===== config.mk =====
export PLATFORM = sky130hd
export DESIGN_NAME = dynamic_fan_threshold_ctrl
export DESIGN_NICKNAME = d
export VERILOG_FILES = /design/src/fan_ctrl_pkg.sv /design/src/duty_smoother.sv /design/src/dynamic_fan_threshold_ctrl.sv
export VERILOG_INCLUDE_DIRS = /design/src
export SDC_FILE = /design/constraint.sdc
export NUM_CORES = 1
export LEC_CHECK = 0
export ABC_AREA = 1
export BUFFER_PORTS_ARGS = -buffer_cell sky130_fd_sc_hd__buf_2
export CAP_MARGIN = 20
export CORE_ASPECT_RATIO = 0.9
export CORE_MARGIN = 4
export CORE_UTILIZATION = 59
export CTS_CLUSTER_DIAMETER = 80
export DETAILED_ROUTE_END_ITERATION = 8
export PLACE_DENSITY = 0.8
export SLEW_MARGIN = 20
export SYNTH_ARGS = -nofsm -noshare
export SYNTH_HDL_FRONTEND = slang
export SYNTH_SLANG_ARGS = --single-unit

===== constraint.sdc =====
create_clock -name pclk -period 6.9 [get_ports pclk]
set_input_delay 0.69 -clock pclk [delete_from_list [all_inputs] [get_ports pclk]]
set_output_delay 0.69 -clock pclk [all_outputs]
set_load 0.005 [all_outputs]

===== src/fan_ctrl_consts.svh =====
// Purpose: named constants for the dynamic fan threshold controller
// Assumes: included by the package and by each design module
// Notes: register positions are word indices; byte address is index times four
`ifndef FAN_CTRL_CONSTS_SVH
`define FAN_CTRL_CONSTS_SVH

`define NCH 3
`define PADDR_W 10

// register word indices
`define IDX_DUTY_BASE 8'h30
`define IDX_OPPT_BASE 8'h33
`define IDX_CTRL1 8'h36
`define IDX_CTRL2 8'h37
`define IDX_LIMIT_BASE 8'h4E
`define IDX_PWMCFG_BASE 8'h5C
`define IDX_ACOU1 8'h62
`define IDX_ACOU2 8'h63
`define IDX_START_BASE 8'h67
`define IDX_CONFIG 8'h7C

// control register 1 fields
`define C1_DYN_LSB 5
`define C1_CAP_LSB 2
`define C1_R2_CODE_LSB 0
// control register 2 fields
`define C2_R1_CODE_LSB 0
`define C2_LOC_CODE_LSB 3
`define C2_R2_CODE_LSB 6
// acoustic, pwm config and config register fields
`define AC1_EN1_BIT 3
`define AC1_RATE1_LSB 0
`define AC2_EN2_BIT 7
`define AC2_RATE2_LSB 4
`define AC2_EN3_BIT 3
`define AC2_RATE3_LSB 0
`define PWMCFG_SLOW_BIT 3
`define CONFIG_OFF64_BIT 0

// reset values
`define RST_CTRL 8'h00
`define RST_LIMIT_LO 8'h01
`define RST_LIMIT_HI 8'h7F
`define RST_OPPT 8'h46
`define RST_START 8'h5A
`define RST_ACOU 8'h00

// temperature arithmetic, 10-bit signed degrees
`define START_FLOOR_TWOS 10'sh381
`define START_FLOOR_OFF64 10'sh3C0
`define OFF64_BIAS 10'sh040
`define HYST_DEG 10'sh004
`define LONG_STEP 10'sh001
`define DUTY_SHIFT 3
`define DUTY_MAX 8'hFF

// monitoring cycle counts
`define SHORT_BASE 12'h008
`define SLOW_DIV_LAST 2'h3

// ramp steps in pwm time slots
`define RAMP_0 8'h01
`define RAMP_1 8'h02
`define RAMP_2 8'h03
`define RAMP_3 8'h05
`define RAMP_4 8'h08
`define RAMP_5 8'h0C
`define RAMP_6 8'h18
`define RAMP_7 8'h30

`endif


===== src/fan_ctrl_pkg.sv =====
// Purpose: state types of the dynamic fan threshold controller
// Assumes: constants come from fan_ctrl_consts.svh
// Notes: each design module keeps all of its state in one of these structs
`include "fan_ctrl_consts.svh"
package fan_ctrl_pkg;

  typedef struct packed {
    logic [7:0] ctrl1;
    logic [7:0] ctrl2;
    logic [`NCH-1:0][7:0] oppt;
    logic [`NCH-1:0][7:0] lim_lo;
    logic [`NCH-1:0][7:0] lim_hi;
    logic [`NCH-1:0][7:0] start_temp;
    logic [`NCH-1:0][7:0] prev_temp;
    logic [`NCH-1:0][11:0] cyc_cnt;
    logic [`NCH-1:0] slow;
    logic [7:0] acou1;
    logic [7:0] acou2;
    logic off64;
    logic alert_s1;
    logic alert_s2;
    logic alert_s3;
    logic upd;
    logic pready;
    logic pslverr;
    logic [31:0] prdata;
  } ctrl_state_t;

  typedef struct packed {
    logic [7:0] duty;
    logic [1:0] slow_cnt;
  } smooth_state_t;

endpackage


===== src/duty_smoother.sv =====
// Purpose: per-output pwm duty smoothing for acoustic enhancement
// Assumes: update is a one-cycle pulse per new computed duty
// Notes: slow mode skips three of every four updates in both directions
`include "fan_ctrl_consts.svh"
module duty_smoother
  import fan_ctrl_pkg::*;
(
  input wire logic pclk,
  input wire logic presetn,
  input wire logic update,
  input wire logic accel_en,
  input wire logic [2:0] rate_code,
  input wire logic slow,
  input wire logic [7:0] target,
  output logic [7:0] duty
);

  smooth_state_t s;
  smooth_state_t next_s;

  function automatic logic [7:0] ramp_step(input logic [2:0] code);
    logic [7:0] r;
    r = `RAMP_0;
    case (code)
      3'h0: r = `RAMP_0;
      3'h1: r = `RAMP_1;
      3'h2: r = `RAMP_2;
      3'h3: r = `RAMP_3;
      3'h4: r = `RAMP_4;
      3'h5: r = `RAMP_5;
      3'h6: r = `RAMP_6;
      3'h7: r = `RAMP_7;
      default: r = `RAMP_0;
    endcase
    return r;
  endfunction

  always_comb begin
    logic [8:0] up;
    logic [7:0] st;
    up = 9'h000;
    st = ramp_step(rate_code);
    next_s = s;
    if (update) begin
      if (!accel_en) begin
        next_s.duty = target;
        next_s.slow_cnt = 2'h0;
      end else if (slow && s.slow_cnt != `SLOW_DIV_LAST) begin
        next_s.slow_cnt = s.slow_cnt + 2'h1;
      end else begin
        next_s.slow_cnt = 2'h0;
        // only the output duty is smoothed; temperatures pass untouched
        if (target > s.duty) begin
          up = {1'b0, s.duty} + {1'b0, st};
          next_s.duty = (up > {1'b0, target}) ? target : up[7:0];
        end else if (target < s.duty) begin
          next_s.duty = (s.duty - target < st) ? target : s.duty - st;
        end
      end
    end
  end

  always_ff @(posedge pclk or negedge presetn) begin
    if (!presetn) begin
      s <= '0;
    end else begin
      s <= next_s;
    end
  end

  assign duty = s.duty;

endmodule // duty_smoother


===== src/dynamic_fan_threshold_ctrl.sv =====
// Purpose: dynamic fan-start threshold, operating point capture, acoustic smoothing
// Assumes: temperatures and temp_update are synchronous to pclk; apb slave, zero wait
// Notes: channel 0 remote1, 1 local, 2 remote2; pwm n+1 follows channel n
`include "fan_ctrl_consts.svh"
module dynamic_fan_threshold_ctrl
  import fan_ctrl_pkg::*;
(
  input wire logic pclk,
  input wire logic presetn,
  input wire logic psel,
  input wire logic penable,
  input wire logic pwrite,
  input wire logic [`PADDR_W-1:0] paddr,
  input wire logic [31:0] pwdata,
  output logic [31:0] prdata,
  output logic pready,
  output logic pslverr,
  input wire logic [7:0] temp_remote1,
  input wire logic [7:0] temp_local,
  input wire logic [7:0] temp_remote2,
  input wire logic temp_update,
  input wire logic thermal_alert_n,
  output logic [7:0] pwm_duty1,
  output logic [7:0] pwm_duty2,
  output logic [7:0] pwm_duty3
);

  ctrl_state_t s;
  ctrl_state_t next_s;
  logic [`NCH-1:0][7:0] cur;
  logic [`NCH-1:0][7:0] duty;
  logic [`NCH-1:0][7:0] target;
  logic [`NCH-1:0][2:0] rate;
  logic [`NCH-1:0] accel;

  assign cur = {temp_remote2, temp_local, temp_remote1};

  function automatic logic signed [9:0] to_val(input logic [7:0] raw, input logic off64);
    logic signed [9:0] v;
    v = $signed({{2{raw[7]}}, raw});
    if (off64) begin
      v = $signed({2'b00, raw}) - `OFF64_BIAS;
    end
    return v;
  endfunction

  function automatic logic [7:0] to_raw(input logic signed [9:0] v, input logic off64);
    logic signed [9:0] w;
    w = off64 ? v + `OFF64_BIAS : v;
    return w[7:0];
  endfunction

  function automatic logic [7:0] duty_of(input logic [7:0] t, input logic [7:0] th, input logic off64);
    logic signed [9:0] d;
    logic [12:0] p;
    d = to_val(t, off64) - to_val(th, off64);
    p = {3'b000, d} << `DUTY_SHIFT;
    if (d <= 10'sh000) begin
      return 8'h00;
    end
    return (p > {5'h00, `DUTY_MAX}) ? `DUTY_MAX : p[7:0];
  endfunction

  function automatic logic [2:0] cycle_code(input logic [7:0] c1, input logic [7:0] c2, input int ch);
    logic [2:0] k;
    k = c2[`C2_R1_CODE_LSB +: 3];
    if (ch == 1) begin
      k = c2[`C2_LOC_CODE_LSB +: 3];
    end else if (ch == 2) begin
      k = {c2[`C2_R2_CODE_LSB +: 2], c1[`C1_R2_CODE_LSB]};
    end
    return k;
  endfunction

  always_comb begin
    logic [7:0] idx;
    logic hit;
    logic [7:0] rd;
    logic wen;
    logic alert_edge;
    logic [11:0] n_len;
    logic [11:0] cnt1;
    logic short_cyc;
    logic long_cyc;
    logic signed [9:0] t;
    logic signed [9:0] th;
    logic signed [9:0] op;
    logic signed [9:0] lo;
    logic signed [9:0] hi;
    logic signed [9:0] prv;
    logic signed [9:0] adj;
    logic signed [9:0] floor_v;
    idx = paddr[`PADDR_W-1:2];
    hit = 1'b0;
    rd = 8'h00;
    wen = psel && penable && pwrite && s.pready;
    alert_edge = s.alert_s3 && !s.alert_s2;
    n_len = 12'h000;
    cnt1 = 12'h000;
    short_cyc = 1'b0;
    long_cyc = 1'b0;
    t = 10'sh000;
    th = 10'sh000;
    op = 10'sh000;
    lo = 10'sh000;
    hi = 10'sh000;
    prv = 10'sh000;
    adj = 10'sh000;
    floor_v = s.off64 ? `START_FLOOR_OFF64 : `START_FLOOR_TWOS;
    next_s = s;
    // first stage feeds only the second; edge logic looks at later stages
    next_s.alert_s1 = thermal_alert_n;
    next_s.alert_s2 = s.alert_s1;
    next_s.alert_s3 = s.alert_s2;
    next_s.upd = temp_update;
    next_s.pready = 1'b0;
    next_s.pslverr = 1'b0;

    for (int ch = 0; ch < `NCH; ch++) begin
      if (temp_update) begin
        t = to_val(cur[ch], s.off64);
        th = to_val(s.start_temp[ch], s.off64);
        op = to_val(s.oppt[ch], s.off64);
        lo = to_val(s.lim_lo[ch], s.off64);
        hi = to_val(s.lim_hi[ch], s.off64);
        prv = to_val(s.prev_temp[ch], s.off64);
        n_len = `SHORT_BASE << cycle_code(s.ctrl1, s.ctrl2, ch);
        cnt1 = s.cyc_cnt[ch] + 12'h001;
        short_cyc = (cnt1 == n_len) || (cnt1 == (n_len << 1));
        long_cyc = (cnt1 == (n_len << 1));
        next_s.cyc_cnt[ch] = long_cyc ? 12'h000 : cnt1;
        next_s.prev_temp[ch] = cur[ch];
        // a temperature under the threshold freezes the adjustment loop
        if (s.ctrl1[`C1_DYN_LSB + ch] && t >= th) begin
          adj = th;
          if (short_cyc && t > op - `HYST_DEG && t > prv) begin
            adj = adj - ((t - prv) <<< 1);
          end
          if (long_cyc && t > op) begin
            adj = adj - `LONG_STEP;
          end
          if (long_cyc && t < lo && t > th && th < hi && th < op) begin
            adj = adj + `LONG_STEP;
          end
          if (adj < floor_v) begin
            adj = floor_v;
          end
          if (adj > hi && adj > th) begin
            adj = (th > hi) ? th : hi;
          end
          next_s.start_temp[ch] = to_raw(adj, s.off64);
        end
      end
    end

    // apb decode, shared by the setup-phase read and the access-phase write
    for (int ch = 0; ch < `NCH; ch++) begin
      if (idx == `IDX_DUTY_BASE + 8'(ch)) begin
        hit = 1'b1;
        rd = duty[ch];
      end
      if (idx == `IDX_OPPT_BASE + 8'(ch)) begin
        hit = 1'b1;
        rd = s.oppt[ch];
        if (wen) next_s.oppt[ch] = pwdata[7:0];
      end
      if (idx == `IDX_LIMIT_BASE + 8'(2 * ch)) begin
        hit = 1'b1;
        rd = s.lim_lo[ch];
        if (wen) next_s.lim_lo[ch] = pwdata[7:0];
      end
      if (idx == `IDX_LIMIT_BASE + 8'(2 * ch + 1)) begin
        hit = 1'b1;
        rd = s.lim_hi[ch];
        if (wen) next_s.lim_hi[ch] = pwdata[7:0];
      end
      if (idx == `IDX_PWMCFG_BASE + 8'(ch)) begin
        hit = 1'b1;
        rd = 8'(s.slow[ch]) << `PWMCFG_SLOW_BIT;
        if (wen) next_s.slow[ch] = pwdata[`PWMCFG_SLOW_BIT];
      end
      if (idx == `IDX_START_BASE + 8'(ch)) begin
        hit = 1'b1;
        rd = s.start_temp[ch];
        if (wen) next_s.start_temp[ch] = pwdata[7:0];
      end
    end
    if (idx == `IDX_CTRL1) begin
      hit = 1'b1;
      rd = s.ctrl1;
      if (wen) next_s.ctrl1 = pwdata[7:0];
    end
    if (idx == `IDX_CTRL2) begin
      hit = 1'b1;
      rd = s.ctrl2;
      if (wen) next_s.ctrl2 = pwdata[7:0];
    end
    if (idx == `IDX_ACOU1) begin
      hit = 1'b1;
      rd = s.acou1;
      if (wen) next_s.acou1 = pwdata[7:0];
    end
    if (idx == `IDX_ACOU2) begin
      hit = 1'b1;
      rd = s.acou2;
      if (wen) next_s.acou2 = pwdata[7:0];
    end
    if (idx == `IDX_CONFIG) begin
      hit = 1'b1;
      rd = 8'(s.off64) << `CONFIG_OFF64_BIT;
      if (wen) next_s.off64 = pwdata[`CONFIG_OFF64_BIT];
    end
    if (psel && !penable) begin
      next_s.pready = 1'b1;
      next_s.pslverr = !hit;
      next_s.prdata = {24'h000000, rd};
    end

    // capture after the bus write, so a same-cycle alert wins
    for (int ch = 0; ch < `NCH; ch++) begin
      if (alert_edge && s.ctrl1[`C1_CAP_LSB + ch]) begin
        next_s.oppt[ch] = cur[ch];
      end
    end
  end

  always_ff @(posedge pclk or negedge presetn) begin
    if (!presetn) begin
      s <= '0;
      s.ctrl1 <= `RST_CTRL;
      s.ctrl2 <= `RST_CTRL;
      s.oppt <= {`NCH{`RST_OPPT}};
      s.lim_lo <= {`NCH{`RST_LIMIT_LO}};
      s.lim_hi <= {`NCH{`RST_LIMIT_HI}};
      s.start_temp <= {`NCH{`RST_START}};
      s.acou1 <= `RST_ACOU;
      s.acou2 <= `RST_ACOU;
      s.alert_s1 <= 1'b1;
      s.alert_s2 <= 1'b1;
      s.alert_s3 <= 1'b1;
    end else begin
      s <= next_s;
    end
  end

  assign accel = {s.acou2[`AC2_EN3_BIT], s.acou2[`AC2_EN2_BIT], s.acou1[`AC1_EN1_BIT]};
  assign rate = {s.acou2[`AC2_RATE3_LSB +: 3], s.acou2[`AC2_RATE2_LSB +: 3], s.acou1[`AC1_RATE1_LSB +: 3]};

  // each output smooths on its own, from the temperature of its own channel
  for (genvar g = 0; g < `NCH; g++) begin : g_pwm
    assign target[g] = duty_of(s.prev_temp[g], s.start_temp[g], s.off64);
    duty_smoother i_duty_smoother (
      .pclk(pclk),
      .presetn(presetn),
      .update(s.upd),
      .accel_en(accel[g]),
      .rate_code(rate[g]),
      .slow(s.slow[g]),
      .target(target[g]),
      .duty(duty[g])
    );
  end

  assign prdata = s.prdata;
  assign pready = s.pready;
  assign pslverr = s.pslverr;
  assign pwm_duty1 = duty[0];
  assign pwm_duty2 = duty[1];
  assign pwm_duty3 = duty[2];

endmodule // dynamic_fan_threshold_ctrl


==> run_results.csv <==
group,metric,value,unit
logic_synthesis,synth_area,0.0305,mm^2
sta,relSlewSlack,19.2,%
worst_setup_path,crit_path_max_incr_delay,0.54,ns
clock_tree,clock_sinks,236,
logic_synthesis,yosysTopAreaCell,"ha_1",
worst_setup_path,critical_path.top_delay_family,"simple AND/OR/NAND/NOR gates",
clock_tree,insertion_delay,0.61,ns
clock_tree,cts_tree,"done",
routing,wl,99300,um
logic_synthesis,syn_avg_cell_area,6.72,um^2
sta,clock.fmax,142,MHz
finish,syn_to_final_growth,15.0,%
placement,place_congestion,0.977,
routing,via_per_inst,5.89,
worst_setup_path,crit_top_cell,"nand2_1",
logic_synthesis,ys_types,74,
pwr,swShare,44.1,%
grt,grt_pass1_wl,154000,um
logic_synthesis,synth_top_area_share,17.2,%
logic_synthesis,synth.yosys.warnings,0,
grt,antenna_found_initial,5,
logic_synthesis,async_flop_share,100,%
floorplan,initial_core_util,60.1,%
grt,grt_max_degree,117,
pwr,internal_power,0.00372,W
outcome,violations,"negative setup slack",
worst_setup_path,crit_slowest_cell,"or4_4",
floorplan,die_x,248,um
worst_setup_path,cp-start-kind,"flip-flop",
pwr,p_sw,0.00294,W
placement,place_inst,5388,
worst_setup_path,worstSetupEndpointType,"flip-flop",
logic_synthesis,synth_edf_count,0,
logic_synthesis,syn_inst,4535,
sta,fin_crit_sh,102,%
pwr,irDropWorstVdd,0.000235,V
routing,postRouteAntennaNets,0,
logic_synthesis,synthFlopType,"dfrtp_1",
floorplan,core,0.0507,mm^2
routing,drt_pre_antenna_iters,7,
clock_tree,cts-htree-levels,1,
min_path,min_path_type,"input port to flip-flop",
pwr,power,0.00665,W
finish,nets,5316,
grt,first_global_vias,29700,
sta,finClkSkew,0.0232,ns
routing,drt_iter0_drc,3683,
clock_tree,clk_path_buf_depth,3,
logic_synthesis,ys_seq_area_share,19.6,%
sta,worst_pin_slew,1.21,ns
pwr,clock_power_share,24.8,%
sta,setup_ws,-0.128,ns
finish,fill_cells,4282,
routing,avgRoutedWirePerCell,18.0,um
grt,gr-total-overflow,0,
worst_setup_path,worst-path-buf-inv,14,
finish,mostFrequentLayoutCell,"nand2_1",
sta,post-route-min-period,7.03,ns
finish,drive_gt1_share,15.9,%
worst_setup_path,critPathArrivalTime,7.54,ns
sta,rsz0062_at_grt,"yes",
clock_tree,hold_buffers,0,
sta,setup_violations,15,
pwr,leakage,17.9,nW
logic_synthesis,yosys-top-cells-area,"ha_1, dfrtp_1, nand2_1, inv_1, o21ai_0",
logic_synthesis,ys_seq_elements,236,
floorplan,io_pins,131,
placement,io_buffers,80,
job,maxCapViolCount,0,
finish,final_cell_mix,"nand2_1, inv_1, ha_1, o21ai_0, nor2_1",
finish,final-instance-count-excl-fill,5509,
placement,hpwl,75600,um
placement,dp_slack,-0.455,ns
pwr,pwr-share-comb,50.0,%
clock_tree,cts_root_buffer,"clkbuf_16",
pwr,p_seq_share,25.2,%
routing,vias,32400,
floorplan,die_area,0.0554,mm^2
worst_setup_path,setup.worst_path.class,"flip-flop to flip-flop",
worst_setup_path,required,7.41,ns
outcome,outcome,"finished with violations",
grt,grt.total_usage,34.0,%
clock_tree,numCtsBuffers,29,
pwr,power_density,190,mW/mm^2
routing,drt_drc_violations_left,0,
floorplan,num_rows,78,
floorplan,die_y,224,um
worst_setup_path,cp_max_fo,7,
sta,finalHoldViolCount,0,
finish,finalCoreUtilization,69.1,%
sta,hold_ws,0.199,ns
sta,maxSlewViolCount,0,
clock_tree,clkTransAtPathRegs,0.07,ns
[synthesized netlist by cell type, types with 64 or more instances]
master    instances
a21oi_1         283
clkbuf_1         64
dfrtp_1         188
ha_1            420
inv_1           642
nand2_1        1003
nand3_1         296
nand4_1          75
nor2_1          327
o211ai_1         87
o21ai_0         374
xor2_1          132
[cell families after synthesis]
kind of cell | synth area share [%]
buf+inv | 11.0
mux | 0.0657
flops | 19.6
xor+xnor | 5.23
other cells | 0.0123
fa+ha+maj | 18.4
compound gates | 18.4
simple gates | 27.4
[final timing paths]
path | startpoint | endpoint | slack (ns) | cells after the start
setup / recovery | s[38] | s[129] | -0.13 | 56
hold / removal | thermal_alert_n | next_s[36] | 0.20 | 1
setup reg to reg | s[38] | s[129] | -0.13 | 56
hold reg to reg | next_s[35] | s[35] | 0.38 | 0
max in group asynchronous | presetn | s[38] | 5.27 | 2
min in group asynchronous | presetn | s[113] | 0.21 | 1
[timing repair]
action                     in CTS  in global routing
pin swaps                      50                121
setup endpoints to repair      24                 29
resized for setup              58                163
cloned                          2                  0
setup buffers                  30                 35
[worst reg2reg max path: cells and delay by family (launching register included)]
kind | cells | cell delay, ns
buffers and inverters | 14 | 1.31
DFF | 1 | 0.46
and+or+nand+nor | 32 | 3.49
xor gates and xnor gates | 1 | 0.08
adders and majority gates | 4 | 1.04
AOI/OAI and AO/OA | 5 | 0.55
[routing by layer]
metal	vias up	global-route usage, %	share of wire, %
li1	15700	-	-
met1	14900	47.5	42
met2	1554	52.5	43
met3	280	7.42	11
met4	8	11.2	3.8
met5	-	0	0.047
[area by class of cell]
| cell class | count | area [um^2] | area share, % |
|---|---|---|---|
| Clock buffer | 33 | 761 | 2.17 |
| Sequential cell | 236 | 5970 | 17.0 |
| Multi-Input combinational cell | 3516 | 22200 | 63.2 |
| Antenna cell | 1 | 2.50 | 0.00714 |
| Clock inverter | 21 | 233 | 0.664 |
| Inverter | 667 | 2520 | 7.20 |
| Timing Repair Buffer | 355 | 2560 | 7.31 |
| Tap cell | 680 | 851 | 2.43 |
[sequential cells by signal (all words and copies together), names as in the netlist]
name                        count
g_pwm.i_duty_smoother.duty     24
g_pwm.i_duty_smoother.s         6
pready                          1
next_s                          2
rate                            9
s                             182
prdata                          8
pslverr                         1
accel                           3
[power by group through the flow]
stage	registers (W)	clock network, W	logic [W]
after floorplan	0.00164	0	0.00234
after global placement	0.00169	0	0.00301
after detailed placement	0.00169	0	0.00308
after CTS	0.00167	0.00165	0.00317
after global routing	0.00169	0.00170	0.00375
final	0.00167	0.00165	0.00333
[per-stage QoR]
stage	TNS, ns	cell area (um^2)
final	-1.09	35100
after global routing	-10.33	35100
after CTS	-0.000849	34100
after detailed placement	-6.16	32700
after global placement	-2.14	32700
after floorplan	0	30700
(Power assumes the default switching activity.)
